<file path="src/inc/asp_pkg.sv">
package asp_pkg;
  localparam int NUM_PORTS = 3;
  localparam int DIV_W = 16;
  localparam int FRAC_W = 6;
  localparam logic [3:0] OSR_NORMAL_M1 = 4'hF;
  localparam logic [3:0] OSR_FAST_M1 = 4'h7;
  localparam int TX_W = 8;
  localparam int TX_DEPTH = 64;
  localparam int RX_W = 12;
  localparam int RX_DEPTH = 64;
  localparam int RX_FRM_BIT = 8;
  localparam int RX_PAR_BIT = 9;
  localparam int RX_BRK_BIT = 10;
  localparam int RX_OVR_BIT = 11;
  localparam logic [1:0] PAR_EVEN = 2'h0;
  localparam logic [1:0] PAR_ODD = 2'h1;
  localparam logic [1:0] PAR_STICK0 = 2'h2;
  localparam logic [1:0] PAR_STICK1 = 2'h3;
  localparam logic [2:0] MIN_DATA_BITS = 3'h5;
  localparam logic [DIV_W-1:0] DIV_RESET = 16'h0001;
  localparam logic [FRAC_W-1:0] FRAC_RESET = 6'h00;
  localparam logic LINE_IDLE = 1'b1;
  typedef enum logic [2:0] {TX_IDLE, TX_START, TX_DATA, TX_PARITY, TX_STOP} asp_tx_e;
  typedef enum logic [2:0] {RX_IDLE, RX_START, RX_DATA, RX_PARITY, RX_STOP, RX_BREAK} asp_rx_e;
endpackage

</file>
<file path="src/core/asp_top.sv">
`timescale 1ns/1ns

module asp_fifo #(
  parameter int W = 8,
  parameter int D = 64
) (
  input wire logic clock, // System clock
  input wire logic rstn, // Sync reset, active low
  input wire logic one_deep, // Limit to one entry
  input wire logic in_valid, // Write request
  output logic in_ready, // Room available
  input wire logic [W-1:0] in_data, // Write data
  output logic out_valid, // Data available
  input wire logic out_ready, // Read accept
  output logic [W-1:0] out_data, // Head entry
  output logic [$clog2(D):0] count // Entries held
);
  localparam int AW = $clog2(D);
  logic [W-1:0] mem [D];
  logic [AW-1:0] wr_reg;
  logic [AW-1:0] rd_reg;
  logic push;
  logic pop;

  assign in_ready = one_deep ? (count == '0) : (count != (AW+1)'(D));
  assign out_valid = (count != '0);
  assign out_data = mem[rd_reg];
  assign push = in_valid && in_ready;
  assign pop = out_valid && out_ready;

  always_ff @(posedge clock) begin
    if (push) begin
      mem[wr_reg] <= in_data;
    end
  end

  always_ff @(posedge clock) begin
    if (!rstn) begin
      wr_reg <= '0;
      rd_reg <= '0;
      count <= '0;
    end else begin
      if (push) begin
        wr_reg <= wr_reg + 1'b1;
      end
      if (pop) begin
        rd_reg <= rd_reg + 1'b1;
      end
      count <= count + (AW+1)'(push) - (AW+1)'(pop);
    end
  end
endmodule // asp_fifo

module asp_port #(
  parameter bit HAS_MODEM = 1'b0
) (
  input wire logic clock, // Serial reference clock
  input wire logic rstn, // Sync reset, active low
  input wire logic [asp_pkg::DIV_W-1:0] baud_int, // Integer divisor
  input wire logic [asp_pkg::FRAC_W-1:0] baud_frac, // Fraction in 64ths
  input wire logic fast_mode, // 8x oversampling
  input wire logic [1:0] data_bits, // Data bits minus five
  input wire logic parity_en, // Parity bit present
  input wire logic [1:0] parity_mode, // Even, odd, stick0, stick1
  input wire logic stop2, // Two stop bits
  input wire logic fifo_en, // FIFOs enabled
  input wire logic send_break, // Hold line low
  input wire logic cts_flow_en, // Gate transmit on CTS
  input wire logic sw_flow_en, // In-band flow control
  input wire logic [7:0] xoff_char, // Pause character
  input wire logic [7:0] xon_char, // Resume character
  input wire logic dtr_req, // Terminal ready request
  input wire logic [7:0] tx_data, // Byte to send
  input wire logic tx_valid, // Byte offered
  output logic tx_ready, // Byte accepted
  output logic [asp_pkg::RX_W-1:0] rx_data, // Byte and flags
  output logic rx_valid, // Entry available
  input wire logic rx_ready, // Entry consumed
  input wire logic serial_rx_pin, // Receive line
  output logic serial_tx_pin, // Transmit line
  input wire logic cts_n_pin, // Clear to send, low active
  output logic rts_n_pin, // Request to send, low active
  input wire logic dcd_n_pin, // Carrier detect, low active
  input wire logic dsr_n_pin, // Data set ready, low active
  input wire logic ri_n_pin, // Ring indicator, low active
  output logic dtr_n_pin, // Terminal ready, low active
  output logic [3:0] modem_status, // CTS, DCD, DSR, RI levels
  output logic tx_paused // Stopped by pause character
);
  logic [asp_pkg::DIV_W-1:0] div_cnt_reg;
  logic [asp_pkg::FRAC_W:0] frac_acc_reg;
  logic os_tick;
  logic [3:0] osr_m1;
  logic [2:0] nbits_m1;
  logic [1:0] rx_sync_reg;
  logic [1:0] cts_sync_reg;
  logic [1:0] dcd_sync_reg;
  logic [1:0] dsr_sync_reg;
  logic [1:0] ri_sync_reg;
  logic rx_s;
  logic cts_ok;
  asp_pkg::asp_tx_e tx_st;
  logic [3:0] tx_cnt;
  logic [2:0] tx_idx;
  logic [7:0] tx_sh;
  logic tx_par;
  logic tx_line;
  logic txf_valid;
  logic [7:0] txf_data;
  logic tx_pop;
  logic [$clog2(asp_pkg::TX_DEPTH):0] txf_count;
  asp_pkg::asp_rx_e rx_st;
  logic [3:0] rx_cnt;
  logic [2:0] rx_idx;
  logic [7:0] rx_sh;
  logic rx_par_err;
  logic [7:0] rx_byte;
  logic rx_frame_done;
  logic rx_stop_low;
  logic rx_is_break;
  logic rx_ctl_char;
  logic rx_push;
  logic rxf_ready;
  logic ovr_reg;
  logic [asp_pkg::RX_W-1:0] rx_word;
  logic [$clog2(asp_pkg::RX_DEPTH):0] rxf_count;

  assign osr_m1 = fast_mode ? asp_pkg::OSR_FAST_M1 : asp_pkg::OSR_NORMAL_M1;
  assign nbits_m1 = 3'(asp_pkg::MIN_DATA_BITS - 3'h1) + {1'b0, data_bits};

  // Fractional divider: carry from the fraction stretches one period by a cycle
  always_ff @(posedge clock) begin
    if (!rstn) begin
      div_cnt_reg <= asp_pkg::DIV_RESET;
      frac_acc_reg <= '0;
      os_tick <= 1'b0;
    end else begin
      os_tick <= 1'b0;
      if (div_cnt_reg <= 16'h0001) begin
        frac_acc_reg <= {1'b0, frac_acc_reg[asp_pkg::FRAC_W-1:0]} + {1'b0, baud_frac};
        div_cnt_reg <= (baud_int == '0 ? asp_pkg::DIV_RESET : baud_int)
                     + {15'h0000, frac_acc_reg[asp_pkg::FRAC_W]};
        os_tick <= 1'b1;
      end else begin
        div_cnt_reg <= div_cnt_reg - 1'b1;
      end
    end
  end

  always_ff @(posedge clock) begin
    if (!rstn) begin
      rx_sync_reg <= {2{asp_pkg::LINE_IDLE}};
      cts_sync_reg <= 2'h3;
      dcd_sync_reg <= 2'h3;
      dsr_sync_reg <= 2'h3;
      ri_sync_reg <= 2'h3;
    end else begin
      rx_sync_reg <= {rx_sync_reg[0], serial_rx_pin};
      cts_sync_reg <= {cts_sync_reg[0], cts_n_pin};
      dcd_sync_reg <= {dcd_sync_reg[0], HAS_MODEM ? dcd_n_pin : 1'b1};
      dsr_sync_reg <= {dsr_sync_reg[0], HAS_MODEM ? dsr_n_pin : 1'b1};
      ri_sync_reg <= {ri_sync_reg[0], HAS_MODEM ? ri_n_pin : 1'b1};
    end
  end
  assign rx_s = rx_sync_reg[1];
  assign cts_ok = !cts_flow_en || !cts_sync_reg[1];

  // Plain levels only; no change history is kept
  always_ff @(posedge clock) begin
    if (!rstn) begin
      modem_status <= 4'h0;
      dtr_n_pin <= 1'b1;
      rts_n_pin <= 1'b1;
    end else begin
      modem_status <= ~{cts_sync_reg[1], dcd_sync_reg[1], dsr_sync_reg[1], ri_sync_reg[1]};
      dtr_n_pin <= !(HAS_MODEM && dtr_req);
      rts_n_pin <= !rxf_ready;
    end
  end

  asp_fifo #(.W(asp_pkg::TX_W), .D(asp_pkg::TX_DEPTH)) u_txf (
    .clock(clock), .rstn(rstn), .one_deep(!fifo_en),
    .in_valid(tx_valid), .in_ready(tx_ready), .in_data(tx_data),
    .out_valid(txf_valid), .out_ready(tx_pop), .out_data(txf_data),
    .count(txf_count)
  );

  assign tx_pop = (tx_st == asp_pkg::TX_IDLE) && os_tick && txf_valid && !tx_paused && cts_ok;

  always_ff @(posedge clock) begin
    if (!rstn) begin
      tx_st <= asp_pkg::TX_IDLE;
      tx_cnt <= 4'h0;
      tx_idx <= 3'h0;
      tx_sh <= 8'h00;
      tx_par <= 1'b0;
    end else if (tx_pop) begin
      tx_st <= asp_pkg::TX_START;
      tx_cnt <= 4'h0;
      tx_sh <= txf_data;
      case (parity_mode)
        asp_pkg::PAR_EVEN: tx_par <= ^(txf_data & ~(8'hFF << ({1'b0, nbits_m1} + 4'h1)));
        asp_pkg::PAR_ODD: tx_par <= ~^(txf_data & ~(8'hFF << ({1'b0, nbits_m1} + 4'h1)));
        asp_pkg::PAR_STICK0: tx_par <= 1'b0;
        default: tx_par <= 1'b1;
      endcase
    end else if (os_tick && tx_st != asp_pkg::TX_IDLE) begin
      tx_cnt <= (tx_cnt == osr_m1) ? 4'h0 : tx_cnt + 4'h1;
      if (tx_cnt == osr_m1) begin
        case (tx_st)
          asp_pkg::TX_START: begin
            tx_st <= asp_pkg::TX_DATA;
            tx_idx <= 3'h0;
          end
          asp_pkg::TX_DATA: begin
            tx_sh <= {1'b0, tx_sh[7:1]};
            tx_idx <= tx_idx + 3'h1;
            if (tx_idx == nbits_m1) begin
              tx_st <= parity_en ? asp_pkg::TX_PARITY : asp_pkg::TX_STOP;
              tx_idx <= 3'h0;
            end
          end
          asp_pkg::TX_PARITY: tx_st <= asp_pkg::TX_STOP;
          asp_pkg::TX_STOP: begin
            tx_idx <= tx_idx + 3'h1;
            if (tx_idx[0] == stop2) begin
              tx_st <= asp_pkg::TX_IDLE;
            end
          end
          default: tx_st <= asp_pkg::TX_IDLE;
        endcase
      end
    end
  end

  always_comb begin
    case (tx_st)
      asp_pkg::TX_START: tx_line = 1'b0;
      asp_pkg::TX_DATA: tx_line = tx_sh[0];
      asp_pkg::TX_PARITY: tx_line = tx_par;
      default: tx_line = asp_pkg::LINE_IDLE;
    endcase
  end

  always_ff @(posedge clock) begin
    if (!rstn) begin
      serial_tx_pin <= asp_pkg::LINE_IDLE;
    end else begin
      serial_tx_pin <= send_break ? 1'b0 : tx_line;
    end
  end

  assign rx_byte = rx_sh >> (3'h7 - nbits_m1);
  assign rx_frame_done = (rx_st == asp_pkg::RX_STOP) && os_tick && (rx_cnt == osr_m1);
  assign rx_stop_low = rx_frame_done && !rx_s;
  assign rx_is_break = rx_stop_low && (rx_byte == 8'h00) && !rx_par_err;
  assign rx_ctl_char = sw_flow_en && !rx_stop_low && !rx_par_err
                    && (rx_byte == xoff_char || rx_byte == xon_char);
  assign rx_push = rx_frame_done && !rx_ctl_char;
  assign rx_word = {ovr_reg || (rx_push && !rxf_ready), rx_is_break, rx_par_err, rx_stop_low,
                    rx_byte};

  always_ff @(posedge clock) begin
    if (!rstn) begin
      rx_st <= asp_pkg::RX_IDLE;
      rx_cnt <= 4'h0;
      rx_idx <= 3'h0;
      rx_sh <= 8'h00;
      rx_par_err <= 1'b0;
    end else if (os_tick) begin
      rx_cnt <= (rx_cnt == osr_m1) ? 4'h0 : rx_cnt + 4'h1;
      case (rx_st)
        asp_pkg::RX_IDLE: begin
          rx_cnt <= 4'h0;
          rx_par_err <= 1'b0;
          if (!rx_s) begin
            rx_st <= asp_pkg::RX_START;
          end
        end
        asp_pkg::RX_START: begin
          if (rx_cnt == (osr_m1 >> 1)) begin
            rx_cnt <= 4'h0;
            rx_idx <= 3'h0;
            rx_st <= rx_s ? asp_pkg::RX_IDLE : asp_pkg::RX_DATA;
          end
        end
        asp_pkg::RX_DATA: begin
          if (rx_cnt == osr_m1) begin
            rx_sh <= {rx_s, rx_sh[7:1]};
            rx_idx <= rx_idx + 3'h1;
            if (rx_idx == nbits_m1) begin
              rx_st <= parity_en ? asp_pkg::RX_PARITY : asp_pkg::RX_STOP;
            end
          end
        end
        asp_pkg::RX_PARITY: begin
          if (rx_cnt == osr_m1) begin
            rx_st <= asp_pkg::RX_STOP;
            case (parity_mode)
              asp_pkg::PAR_EVEN: rx_par_err <= (^rx_byte) != rx_s;
              asp_pkg::PAR_ODD: rx_par_err <= (~^rx_byte) != rx_s;
              asp_pkg::PAR_STICK0: rx_par_err <= rx_s;
              default: rx_par_err <= !rx_s;
            endcase
          end
        end
        asp_pkg::RX_STOP: begin
          if (rx_cnt == osr_m1) begin
            rx_st <= rx_is_break ? asp_pkg::RX_BREAK : asp_pkg::RX_IDLE;
          end
        end
        asp_pkg::RX_BREAK: begin
          if (rx_s) begin
            rx_st <= asp_pkg::RX_IDLE;
          end
        end
        default: rx_st <= asp_pkg::RX_IDLE;
      endcase
    end
  end

  // Overrun rides on the next stored entry; a new loss wins over the clear
  always_ff @(posedge clock) begin
    if (!rstn) begin
      ovr_reg <= 1'b0;
    end else if (rx_push && !rxf_ready) begin
      ovr_reg <= 1'b1;
    end else if (rx_push) begin
      ovr_reg <= 1'b0;
    end
  end

  always_ff @(posedge clock) begin
    if (!rstn || !sw_flow_en) begin
      tx_paused <= 1'b0;
    end else if (rx_frame_done && rx_ctl_char) begin
      tx_paused <= (rx_byte == xoff_char);
    end
  end

  asp_fifo #(.W(asp_pkg::RX_W), .D(asp_pkg::RX_DEPTH)) u_rxf (
    .clock(clock), .rstn(rstn), .one_deep(!fifo_en),
    .in_valid(rx_push), .in_ready(rxf_ready), .in_data(rx_word),
    .out_valid(rx_valid), .out_ready(rx_ready), .out_data(rx_data),
    .count(rxf_count)
  );
endmodule // asp_port

module asp_top (
  input wire logic clock, // Serial reference clock
  input wire logic rstn, // Sync reset, active low
  input wire logic [asp_pkg::NUM_PORTS-1:0][asp_pkg::DIV_W-1:0] baud_int, // Integer divisors
  input wire logic [asp_pkg::NUM_PORTS-1:0][asp_pkg::FRAC_W-1:0] baud_frac, // Fractions
  input wire logic [asp_pkg::NUM_PORTS-1:0] fast_mode, // 8x oversampling
  input wire logic [asp_pkg::NUM_PORTS-1:0][1:0] data_bits, // Data bits minus five
  input wire logic [asp_pkg::NUM_PORTS-1:0] parity_en, // Parity present
  input wire logic [asp_pkg::NUM_PORTS-1:0][1:0] parity_mode, // Parity kind
  input wire logic [asp_pkg::NUM_PORTS-1:0] stop2, // Two stop bits
  input wire logic [asp_pkg::NUM_PORTS-1:0] fifo_en, // FIFOs enabled
  input wire logic [asp_pkg::NUM_PORTS-1:0] send_break, // Drive break
  input wire logic [asp_pkg::NUM_PORTS-1:0] cts_flow_en, // CTS gating
  input wire logic [asp_pkg::NUM_PORTS-1:0] sw_flow_en, // In-band flow control
  input wire logic [asp_pkg::NUM_PORTS-1:0][7:0] xoff_char, // Pause characters
  input wire logic [asp_pkg::NUM_PORTS-1:0][7:0] xon_char, // Resume characters
  input wire logic dtr_req, // Port zero terminal ready
  input wire logic [asp_pkg::NUM_PORTS-1:0][7:0] tx_data, // Bytes to send
  input wire logic [asp_pkg::NUM_PORTS-1:0] tx_valid, // Bytes offered
  output logic [asp_pkg::NUM_PORTS-1:0] tx_ready, // Bytes accepted
  output logic [asp_pkg::NUM_PORTS-1:0][asp_pkg::RX_W-1:0] rx_data, // Entries
  output logic [asp_pkg::NUM_PORTS-1:0] rx_valid, // Entries available
  input wire logic [asp_pkg::NUM_PORTS-1:0] rx_ready, // Entries consumed
  input wire logic [asp_pkg::NUM_PORTS-1:0] serial_rx_pin, // Receive lines
  output logic [asp_pkg::NUM_PORTS-1:0] serial_tx_pin, // Transmit lines
  input wire logic [asp_pkg::NUM_PORTS-1:0] cts_n_pin, // Clear to send, low
  output logic [asp_pkg::NUM_PORTS-1:0] rts_n_pin, // Request to send, low
  input wire logic dcd_n_pin, // Port zero carrier detect, low
  input wire logic dsr_n_pin, // Port zero data set ready, low
  input wire logic ri_n_pin, // Port zero ring indicator, low
  output logic dtr_n_pin, // Port zero terminal ready, low
  output logic [asp_pkg::NUM_PORTS-1:0][3:0] modem_status, // Modem levels
  output logic [asp_pkg::NUM_PORTS-1:0] tx_paused // Paused by character
);
  logic [asp_pkg::NUM_PORTS-1:0] dtr_n_all;
  assign dtr_n_pin = dtr_n_all[0];

  for (genvar i = 0; i < asp_pkg::NUM_PORTS; i++) begin : g_port
    asp_port #(.HAS_MODEM(i == 0)) u_port (
      .clock(clock), .rstn(rstn),
      .baud_int(baud_int[i]), .baud_frac(baud_frac[i]), .fast_mode(fast_mode[i]),
      .data_bits(data_bits[i]), .parity_en(parity_en[i]), .parity_mode(parity_mode[i]),
      .stop2(stop2[i]), .fifo_en(fifo_en[i]), .send_break(send_break[i]),
      .cts_flow_en(cts_flow_en[i]), .sw_flow_en(sw_flow_en[i]),
      .xoff_char(xoff_char[i]), .xon_char(xon_char[i]), .dtr_req(dtr_req),
      .tx_data(tx_data[i]), .tx_valid(tx_valid[i]), .tx_ready(tx_ready[i]),
      .rx_data(rx_data[i]), .rx_valid(rx_valid[i]), .rx_ready(rx_ready[i]),
      .serial_rx_pin(serial_rx_pin[i]), .serial_tx_pin(serial_tx_pin[i]),
      .cts_n_pin(cts_n_pin[i]), .rts_n_pin(rts_n_pin[i]),
      .dcd_n_pin(dcd_n_pin), .dsr_n_pin(dsr_n_pin), .ri_n_pin(ri_n_pin),
      .dtr_n_pin(dtr_n_all[i]), .modem_status(modem_status[i]), .tx_paused(tx_paused[i])
    );
  end
endmodule // asp_top

</file>
<file path="config.mk">
export PLATFORM = sky130hd
export DESIGN_NAME = asp_top
export DESIGN_NICKNAME = d
export VERILOG_FILES = /design/src/inc/asp_pkg.sv /design/src/core/asp_top.sv
export SDC_FILE = /design/constraint.sdc
export NUM_CORES = 2
export LEC_CHECK = 0
export BUFFER_PORTS_ARGS = -buffer_cell sky130_fd_sc_hd__buf_4
export CORE_ASPECT_RATIO = 1.1
export CORE_UTILIZATION = 45
export CTS_CLUSTER_SIZE = 8
export DETAILED_ROUTE_END_ITERATION = 7
export PLACE_DENSITY = 0.58
export SLEW_MARGIN = 20
export SYNTH_ARGS = -nofsm -noshare
export SYNTH_HDL_FRONTEND = slang
export SYNTH_SLANG_ARGS = --single-unit
</file>
<file path="constraint.sdc">
create_clock -name clock -period 12.17 [get_ports clock]
set_input_delay 1.217 -clock clock [delete_from_list [all_inputs] [get_ports clock]]
set_output_delay 1.217 -clock clock [all_outputs]
set_load 0.005 [all_outputs]
</file>
==> run summary <==
top cells by count, synth = edfxtp_1 (3,840), mux4_2 (1,183), nor2_1 (798)
port bufs = 246
register area share after synthesis = 0.732
Netlist Area Pre-Place = 168,000 um2
post-synthesis cell type count = 78
post-DR wirelength/cell = 29.3 um
chip height = 642 um
placed insts = 13,372
Hold Worst Slack = 378 ps
DR vias = 83,576
P per Cell Area = 181 nW/um2
crit path kind = reg2out
Post-synth EDFFs = 3,840
post-route cell area = 192,000 um2
Tcrit/Tclk final = 0.568
maximum operating frequency = 145 MHz
Total Wirelength = 421 mm
fin cells = 14,335
Seq. cell area = 123,000 um2
Initial DRT Pass Iterations = 6
hold buffer count at CTS = 0
dpl hpwl = 261 mm
reg2reg start = g_port[2].u_port.rx_sh[7]
Synth Register Bits = 4,213
H-Tree Depth = 6
area of the multi-input gates = 42,700 um2
Starting Density = 0.453
Synth Flop Type = edfxtp_1
crit-path max FO = 50
Avg Cell Area, Syn = 19.6 um2
final core occ = 0.519
top area cells in the synthesized netlist = edfxtp_1 (69%), mux4_2 (16%), dfxtp_1 (4.5%)
Reg clk slew, reported paths = 50 ps
TNS Setup = 0 ps
WP data arrival = 5700 ps
Post-Place Cell Area = 175,000 um2
CP startpoint kind = flip-flop
vias in the first global route = 86,171
Max VDD drop = 0.151 mV
initial antenna violation count = 44
CTS tree = built
Final setup viols = 0
share of layout cells above drive strength 1 = 0.261
Yosys warning count = 0
Longest Clk Path Bufs = 4
Max-Slew Margin vs Limit = 0.203
Post-Syn Instances = 8,536
Setup WS pre-CTS = 5360 ps
Die X = 584 um
worst-margin pin slew = 1180 ps
Clock Sinks = 4,213
max FFs per register = 2,304
I/O pin total = 253
top-count cell post-synth = edfxtp_1
Worst EP required = 10,950 ps
Synth top area share = 0.688
vias per inst = 5.83
outcome = finished clean
clock buffer count from CTS = 599
total power = 34.8 mW
Hold Vio Cnt, Final = 0
DR DRC count = 0
largest net degree at the start of global routing = 103
Post-synth ARST share = 0
total grt overflow = 0
post-CTS resize count = 0
Root Buffer = clkbuf_16
setup slack after layout = 5250 ps
Final Max Slew Viols = 0
Post-CTS Repair Setup Buffers = 0
cell taking the most area after synthesis = edfxtp_1
antenna violation net count after detailed routing = 0
die area = 375,000 um2
clock latency on the worst-skew pair = 1020 ps
Hold Path Class = in2reg
starting DRC count in detailed routing = 7,574
Fill cells = 29,068
leak pwr = 54.9 nW
gr usage total = 0.223
hold path start = dtr_req
gpl congestion = 0.804
FP Rows = 234
Synth-to-Final Area Change = 14.6%
unrepaired setup endpoints after global routing = false
Crit. End Element = primary output
Tmin final = 6920 ps
Max Cap Viol = 0
fin nets = 9,337
CORE AREA = 370,000 um2
global-route wire length before repair = 612 mm
clock skew = 40.0 ps
[area by class of cell]
class / instances / area share
Clock inverter: 43 / 0.00326
Clock buffer: 873 / 0.0848
Multi-Input combinational cell: 3703 / 0.222
Sequential cell: 4213 / 0.640
Antenna cell: 45 / 0.000586
Tap cell: 4956 / 0.0323
Inverter: 146 / 0.00290
Timing Repair Buffer: 356 / 0.0143
[power by group]
group / total (mW) / internal [mW] / switching [mW]
logic: 3.41 / 1.53 / 1.88
registers: 16.2 / 15.9 / 0.320
clock network: 15.1 / 9.17 / 5.95
total: 34.8 / 26.6 / 8.16
[routing by layer]
layer  track usage  vias up  part of all wire
li1              -    35627                 -
met1         0.313    44506              0.42
met2         0.369     2882              0.49
met3        0.0339      555             0.061
met4        0.0531        6             0.025
met5             0        -           0.00072
[worst max-delay path, cell delays in order, from the launching register on]
cell and delay (ps):
dfxtp_4 960, buf_4 910, buf_4 890, mux4_2 610, mux4_2 480, mux4_2 550
buf_4 180
[cells by family (layout without fill, tap and decap cells)]
group,after synthesis,after routing,synth area share
buffers and inverters,625,1418,0.0156
AO/OA/AOI/OAI,521,521,0.0204
XOR/XNOR,277,277,0.0147
other,1,51,0.0000224
flip-flops,4213,4213,0.732
multiplexers,1307,1307,0.167
adder cells (fa/ha/maj),129,129,0.0100
AND/OR/NAND/NOR,1463,1463,0.0402
[path summary, 6_finish.rpt]
path | endpoint | slack [ps] | cells after the start
worst max-delay path | rx_data[0] | 5250 | 6
worst min register to register | g_port[0].u_port.modem_status[1] | 390 | 1
worst min-delay path | g_port[0].u_port.dtr_n_pin | 380 | 2
worst max register to register | g_port[2].u_port.u_rxf.mem[39][9] | 6670 | 10
[layout by cell type, fill, tap and decap left out, types with 60 or more instances in the layout]
cell and n:
dfxtp_1 348, xor2_1 117, mux4_2 1181, o21ai_0 60, a21oi_1 159, xnor2_1 157
edfxtp_1 3840, nor2_2 114, nor2_1 681, buf_4 348, clkbuf_1 260, ha_1 120
a211oi_1 75, nand3_1 97, mux2i_1 92, nand2_1 163, inv_1 132, clkbuf_16 610
Note: power is estimated with default switching activity, not from simulation.
